**config.mk**
```make
export PLATFORM = sky130hd
export DESIGN_NAME = loc_logic_outputs
export DESIGN_NICKNAME = d
export VERILOG_FILES = /design/src/hdl/loc_logic_outputs.v
export VERILOG_INCLUDE_DIRS = /design/src /design/src/hdl
export SDC_FILE = /design/constraint.sdc
export NUM_CORES = 1
export LEC_CHECK = 0
export ABC_AREA = 1
export BUFFER_PORTS_ARGS = -buffer_cell sky130_fd_sc_hd__buf_4
export CORE_MARGIN = 8
export CORE_UTILIZATION = 40
export CTS_BUF_LIST = sky130_fd_sc_hd__clkbuf_16
export DETAILED_ROUTE_END_ITERATION = 12
export HOLD_SLACK_MARGIN = 0.15
export PLACE_DENSITY = 0.67
export RECOVER_POWER = 50
export SYNTH_ARGS = -nofsm -noshare
export SYNTH_HDL_FRONTEND = slang
export SYNTH_SLANG_ARGS = --single-unit
```
**constraint.sdc**
```tcl
create_clock -name i_mclk -period 7 [get_ports i_mclk]
set_clock_uncertainty 0.05 [all_clocks]
set_input_delay 1.4 -clock i_mclk [delete_from_list [all_inputs] [get_ports i_mclk]]
set_output_delay 1.4 -clock i_mclk [all_outputs]
set_load 0.1 [all_outputs]
```
**src/hdl/loc_consts.vh**
```
// Constants for the logic output conditioning block.
`ifndef LOC_CONSTS_VH
`define LOC_CONSTS_VH
`define LOC_CLK_HZ          50000000
`define LOC_MS_CYCLES       (`LOC_CLK_HZ / 1000)
`define LOC_ON_DELAY_MAX    16'hEA60
`define LOC_HOLD_MAX        16'h270F
`define LOC_SEL_W           4
`define LOC_SEL_NONE        4'h0
`define LOC_SEL_NO_FAULT    4'h1
`define LOC_SEL_BRAKE       4'h2
`define LOC_SEL_OUT_CONT    4'h3
`define LOC_SEL_PRECHARGE   4'h4
`define LOC_SEL_LINE_CONT   4'h5
`define LOC_REG_ASSIGN      4'h0
`define LOC_REG_ON_DELAY    4'h1
`define LOC_REG_HOLD        4'h2
`define LOC_REG_POLARITY    4'h3
`define LOC_REG_CARD        4'h4
`define LOC_REG_STATE       4'h5
`define LOC_CH_POS          4
`define LOC_RST_ON_DELAY    16'h0000
`define LOC_RST_HOLD        16'h0000
`define LOC_RST_POLARITY    1'b0
`define LOC_RST_ASSIGN      4'h0
`endif

```
**src/hdl/loc_logic_outputs.v**
```verilog
// Delay, hold and polarity conditioning for logic output channels two to four.
`timescale 1ns/1ps
`include "loc_consts.vh"

module loc_logic_outputs #(
   parameter integer MS_CYCLES = `LOC_MS_CYCLES,
   parameter integer NSRC      = 16
) (
   input  wire             i_mclk,
   input  wire             i_rst,
   input  wire [NSRC-1:0]  i_sources,
   input  wire             i_brake_contactor_source,
   input  wire             i_output_contactor_source,
   input  wire             i_precharge_contactor_source,
   input  wire             i_line_contactor_source,
   input  wire             i_no_fault_source,
   input  wire             i_card_a,
   input  wire             i_card_b,
   input  wire [7:0]       i_addr,
   input  wire [15:0]      i_wdata,
   input  wire             i_wr,
   input  wire             i_rd,
   output reg  [15:0]      o_rdata,
   output reg              o_logic_out_ch2,
   output reg              o_logic_out_ch3,
   output reg              o_logic_out_ch4
);

   reg  [2:0]  card_a_sync;
   reg  [2:0]  card_b_sync;
   reg         card_a;
   reg         card_b;
   reg  [15:0] tick_cnt;
   reg         ms_tick;
   reg  [3:0]  asg [1:3];
   reg  [15:0] on_dly [1:3];
   reg  [15:0] hold [1:3];
   reg  [1:3]  polarity_negative;
   reg  [1:3]  cond_q;
   reg  [1:3]  state;
   reg  [15:0] ms_cnt [1:3];
   reg  [1:3]  cond;
   reg  [1:3]  locked;
   reg  [1:3]  on_forced;
   reg  [1:3]  hold_forced;
   reg  [1:3]  on_done;
   reg  [1:3]  hold_done;
   wire [1:0]  wr_ch;
   wire [3:0]  wr_reg;
   integer     c;

   // Address bits 5:4 pick the channel (bits 7:6 are ignored), the lower nibble the register.
   // Channel code zero is refused like an absent card, though card status still answers there.
   assign wr_ch  = i_addr[5:4];
   assign wr_reg = i_addr[3:0];

   // Card presence comes from pins, so it is filtered.
   always @(posedge i_mclk or posedge i_rst) begin
      if (i_rst) begin
         card_a_sync <= 3'h0;
         card_b_sync <= 3'h0;
         card_a      <= 1'b0;
         card_b      <= 1'b0;
      end else begin
         card_a_sync <= {card_a_sync[1:0], i_card_a};
         card_b_sync <= {card_b_sync[1:0], i_card_b};
         if (card_a_sync[2] == card_a_sync[1])
            card_a <= card_a_sync[2];
         if (card_b_sync[2] == card_b_sync[1])
            card_b <= card_b_sync[2];
      end
   end

   // One shared millisecond tick drives every channel timer.
   // Its phase is free running, so a timer cannot know how far the first tick is.
   always @(posedge i_mclk or posedge i_rst) begin
      if (i_rst) begin
         tick_cnt <= 16'h0000;
         ms_tick  <= 1'b0;
      end else if (tick_cnt == MS_CYCLES[15:0] - 16'h0001) begin
         tick_cnt <= 16'h0000;
         ms_tick  <= 1'b1;
      end else begin
         tick_cnt <= tick_cnt + 16'h0001;
         ms_tick  <= 1'b0;
      end
   end

   // Source selection per channel.
   always @* begin
      for (c = 1; c <= 3; c = c + 1) begin
         case (asg[c])
            `LOC_SEL_NONE:      cond[c] = 1'b0;
            `LOC_SEL_NO_FAULT:  cond[c] = i_no_fault_source;
            `LOC_SEL_BRAKE:     cond[c] = i_brake_contactor_source;
            `LOC_SEL_OUT_CONT:  cond[c] = i_output_contactor_source;
            `LOC_SEL_PRECHARGE: cond[c] = i_precharge_contactor_source;
            `LOC_SEL_LINE_CONT: cond[c] = i_line_contactor_source;
            default:            cond[c] = i_sources[asg[c]];
         endcase
         locked[c] = (asg[c] == `LOC_SEL_NO_FAULT) || (asg[c] == `LOC_SEL_BRAKE) ||
                     (asg[c] == `LOC_SEL_PRECHARGE) || (asg[c] == `LOC_SEL_LINE_CONT);
         on_forced[c]   = locked[c] || (asg[c] == `LOC_SEL_OUT_CONT);
         hold_forced[c] = locked[c];

         // A nonzero delay waits one tick beyond its count, since the first tick may
         // arrive at once; this keeps the configured time fully elapsed.
         on_done[c]   = on_forced[c] || (on_dly[c] == 16'h0000) || (ms_cnt[c] > on_dly[c]);
         hold_done[c] = hold_forced[c] || (hold[c] == 16'h0000) || (ms_cnt[c] > hold[c]);
      end
   end

   // Channel two is always reachable; three and four follow their option cards.
   // A refused access leaves every stored value as it was.
   function ch_ok;
      input [1:0] ch;
      begin
         ch_ok = (ch == 2'h1) || (ch == 2'h2 && card_a) || (ch == 2'h3 && card_b);
      end
   endfunction

   always @(posedge i_mclk or posedge i_rst) begin
      if (i_rst) begin
         for (c = 1; c <= 3; c = c + 1) begin
            asg[c]               <= `LOC_RST_ASSIGN;
            on_dly[c]            <= `LOC_RST_ON_DELAY;
            hold[c]              <= `LOC_RST_HOLD;
            polarity_negative[c] <= `LOC_RST_POLARITY;
            cond_q[c]            <= 1'b0;
            state[c]             <= 1'b0;
            ms_cnt[c]            <= 16'h0000;
         end
         o_rdata <= 16'h0000;
      end else begin
         o_rdata <= 16'h0000;
         if (i_rd && wr_reg == `LOC_REG_CARD) begin
            // Card status answers at any channel code.
            o_rdata <= {14'h0000, card_b, card_a};
         end else if (i_rd && ch_ok(wr_ch)) begin
            case (wr_reg)
               `LOC_REG_ASSIGN:   o_rdata <= {12'h000, asg[wr_ch]};
               `LOC_REG_ON_DELAY: o_rdata <= on_dly[wr_ch];
               `LOC_REG_HOLD:     o_rdata <= hold[wr_ch];
               `LOC_REG_POLARITY: o_rdata <= {15'h0000, polarity_negative[wr_ch]};
               `LOC_REG_STATE:    o_rdata <= {13'h0000, state};
               default:           o_rdata <= 16'h0000;
            endcase
         end

         // Out of range delay values are dropped and the old value is kept.
         // Forced timings act in behaviour only, so stored values survive reassignment.
         if (i_wr && ch_ok(wr_ch)) begin
            case (wr_reg)
               `LOC_REG_ASSIGN: asg[wr_ch] <= i_wdata[3:0];
               `LOC_REG_ON_DELAY:
                  if (i_wdata <= `LOC_ON_DELAY_MAX)
                     on_dly[wr_ch] <= i_wdata;
               `LOC_REG_HOLD:
                  if (i_wdata <= `LOC_HOLD_MAX)
                     hold[wr_ch] <= i_wdata;
               `LOC_REG_POLARITY: polarity_negative[wr_ch] <= i_wdata[0];
               default: ;
            endcase
         end

         // Each channel timer runs only while the condition differs from the state.
         // Any change of the condition clears the count, so timing restarts from the
         // newest edge and a short glitch never completes a delay.
         for (c = 1; c <= 3; c = c + 1) begin
            cond_q[c] <= cond[c];
            if (cond[c] != cond_q[c])
               ms_cnt[c] <= 16'h0000;
            else if (cond[c] == state[c])
               ms_cnt[c] <= 16'h0000;
            else if (cond[c]) begin
               if (on_done[c])
                  state[c] <= 1'b1;
               else if (ms_tick)
                  ms_cnt[c] <= ms_cnt[c] + 16'h0001;
            end else begin
               if (hold_done[c])
                  state[c] <= 1'b0;
               else if (ms_tick)
                  ms_cnt[c] <= ms_cnt[c] + 16'h0001;
            end
         end
      end
   end


   // Pin levels are registered so the outputs never glitch on selector changes.
   // Without its card a channel's pin stays low whatever its polarity.
   always @(posedge i_mclk or posedge i_rst) begin
      if (i_rst) begin
         o_logic_out_ch2 <= 1'b0;
         o_logic_out_ch3 <= 1'b0;
         o_logic_out_ch4 <= 1'b0;
      end else begin
         o_logic_out_ch2 <= state[1] ^ (polarity_negative[1] & ~locked[1]);
         o_logic_out_ch3 <= (state[2] ^ (polarity_negative[2] & ~locked[2])) & card_a;
         o_logic_out_ch4 <= (state[3] ^ (polarity_negative[3] & ~locked[3])) & card_b;
      end
   end

endmodule

```
==> run_results.csv <==
group,metric,value,unit
routing,drt-total-wl,40400,um
worst_hold_path,whs_endpoint,"card_a_sync[1]",
place,finalWeightedCongestion,0.948,
synth,syn_inst,1818,
run_status,status,"finished with violations",
critical_path,cp-startpoint,"i_rst",
critical_path,timing.rr.start,"asg[6]",
grt,grt_pass1_wl,64800,um
finish,nets,2019,
synth,synth-edff-count,0,
clock_tree,clkLatencyLatePin,540,ps
synth,synth_seq_cells,209,
floorplanning,row_count,66,
grt,grt_max_degree,120,
synth,yosysUniqueCellTypes,47,
finish,antenna_cells,0,
critical_path,path_max_fanout,57,
clock_tree,cts_hold_buf,0,
timing,drv_slew,214,
finish,seqCellArea,5230,um^2
timing,hold_slack,301,ps
critical_path,cp_slowest_cell,"clkbuf_1",
finish,multi_input_area,6840,um^2
critical_path,worstPathArrival,4750,ps
routing,routedWlPerCell,17.3,um
synth,async_flop_share,100,%
timing,worstMarginPinSlew,3120,ps
clock_tree,cts_max_level,1,
critical_path,critical-path-max-stage-delay,2290,ps
power,p_total,0.00334,W
routing,firstDrtPassIters,6,
timing,relSlewSlack,-108,%
critical_path,cp_cell_sequence,"clkbuf_4 -> clkinvlp_2 -> clkbuf_1",
clock_tree,path_clk_slew,60,ps
finish,area_growth_syn_to_layout,13.1,%
clock_tree,cts_tree,"built",
critical_path,rrSetupSlack,4120,ps
timing,finalCriticalPeriod,4860,ps
place,dpl_cell_area,14200,um^2
synth,netlist_area,13300,um^2
routing,drt_iter0_markers,1347,
finish,fillers,3254,
power,power_leakage,7.40,nW
critical_path,cp.required,6890,ps
flow_run,max_cap_violations,3,
grt,antenna_found_initial,1,
clock_tree,clk_path_buf_depth,3,
synth,yosys_warnings,0,
timing,period_share,69.4,%
timing,setup_viol,0,
clock_tree,cts_sinks,209,
timing,tns,0,ps
worst_hold_path,whs_path_depth,0,
worst_hold_path,worstHoldStart,"card_a_sync[0]",
finish,layout_common_cells,"nand2_1 (397), inv_1 (259), nor2_1 (254)",
floorplanning,die-area,39300,um^2
routing,vias,12500,
synth,yosysSeqAreaShare,39.3,%
timing,fmax,0.206,GHz
routing,route.detailed.drc,0,
clock_tree,cts_setup_buffers,0,
critical_path,rr_worst_depth,12,
clock_tree,clockRootBuffer,"clkbuf_16",
finish,drive_above_1_share,7.52,%
floorplanning,core,32600,um^2
timing,rsz0062_at_grt,"no",
grt,grt_use_total,20.5,%
floorplanning,start_util,40.8,%
finish,final_common_cell,"nand2_1",
place,io_buffers,63,
critical_path,endpoint_kind,"async pin",
place,dp_slack,2240,ps
synth,avgSynthCellArea,7.32,um^2
routing,via_per_inst,5.35,
synth,ys.flop_type,"dfrtp_1",
timing,layout_setup_ws,2140,ps
finish,fin_area,15000,um^2
place,dp_hpwl,30500,um
clock_tree,cts_resized,0,
critical_path,reg2reg_to,"ms_cnt[17]",
power,power.density,222,nW/um^2
critical_path,worstSetupPathType,"primary input to async pin",
floorplanning,io-pin-count,70,
synth,synthesis.nets,1969,
timing,hold_viol_final,0,
critical_path,cp-start-kind,"primary input",
worst_hold_path,hp-class,"flip-flop to flip-flop",
grt,grt_pass1_vias,11900,
clock_tree,cts_inserted_buffers,26,
run_status,failed_checks,"capacitance limit, slew limit",
routing,ant_nets,0,
power,peakVddDrop,0.159,mV
floorplanning,die_x,198,um
grt,grt_overflow,0,
floorplanning,die_h,198,um
## per-layer routing
layer  up-vias  part of all wire, %  GRT usage (%)
li1       6090                    -              -
met1      5813                   43           27.5
met2       467                   45           32.8
met3        85                  7.8           3.28
met4         2                  4.1           8.41
met5         -                0.027              0
## critical path, delay by kind of cell
kind	cells	cell delay, ps
buf+inv	3	3310
## final cells by class
cell class              instances  area share [%]
multi-input cells            1298            45.5
clock inverters                21            1.48
repair buffers                 71            3.50
flip-flops and latches        209            34.8
inverters                     262            6.55
well taps                     442            3.68
clock buffers                  27            4.49
## report_power, final
part | internal (W) | total (W) | switching, W | leakage, nW
clock network | 0.000878 | 0.00142 | 0.000539 | 0.469
logic | 0.000157 | 0.000607 | 0.000450 | 4.31
registers | 0.00128 | 0.00132 | 0.0000417 | 2.62
## Yosys cell counts (3+ instances only)
cell	count	share of area, %
a21o_1	6	0.34
a21oi_1	83	3.1
a31oi_1	4	0.19
buf_1	9	0.25
buf_2	15	0.56
clkbuf_1	21	0.59
dfrtp_1	209	39
ha_1	100	9.4
inv_1	253	7.1
inv_2	8	0.23
nand2_1	393	11
nand2_2	9	0.42
nand2_4	3	0.25
nand3_1	60	2.3
nand4_1	97	4.6
nor2_1	255	7.2
nor2_2	5	0.24
nor3_1	32	1.2
nor3b_1	3	0.17
nor4_1	6	0.28
o21ai_0	159	6.0
o21ai_1	3	0.11
o221ai_1	9	0.59
o22ai_1	33	1.6
xor2_1	10	0.66
## sequential cells by signal, indices dropped and copies added (netlist names)
signal and count:
cond_q 3, on_dly 48, o_logic_out_ch3 1, hold 48, polarity_negative 3, asg 12
o_logic_out_ch2 1, card_b_sync 3, ms_cnt 48, tick_cnt 16, card_a 1, card_a_sync 3
card_b 1, ms_tick 1, state 3, o_rdata 16, o_logic_out_ch4 1
## stage by stage
step                      util, %  instances
final                        46.1       2330
after global routing         46.1       2330
after CTS                    46.2       2330
after detailed placement     43.5       2282
after global placement       43.5       2282
after floorplan                 -       1818
## how the worst max path moves through the flow
stage | endpoint | slack [ps]
2_1_floorplan | asg[0] | 2840
3_3_place_gp | on_dly[32] | 2330
3_5_place_dp | on_dly[44] | 2240
4_1_cts | on_dly[32] | 2810
5_1_grt | on_dly[26] | 1220
6_report | on_dly[26] | 2140
## logic make-up (layout without fill, tap and decap cells)
group / Yosys count / count (layout) / synth area share, %
fa+ha+maj: 102 / 102 / 9.56
xor+xnor: 12 / 12 / 0.790
simple gates: 876 / 876 / 28.7
buf+inv: 311 / 381 / 9.09
flops: 209 / 209 / 39.3
compound gates: 308 / 308 / 12.6
Power figures use the tool's default switching activity.
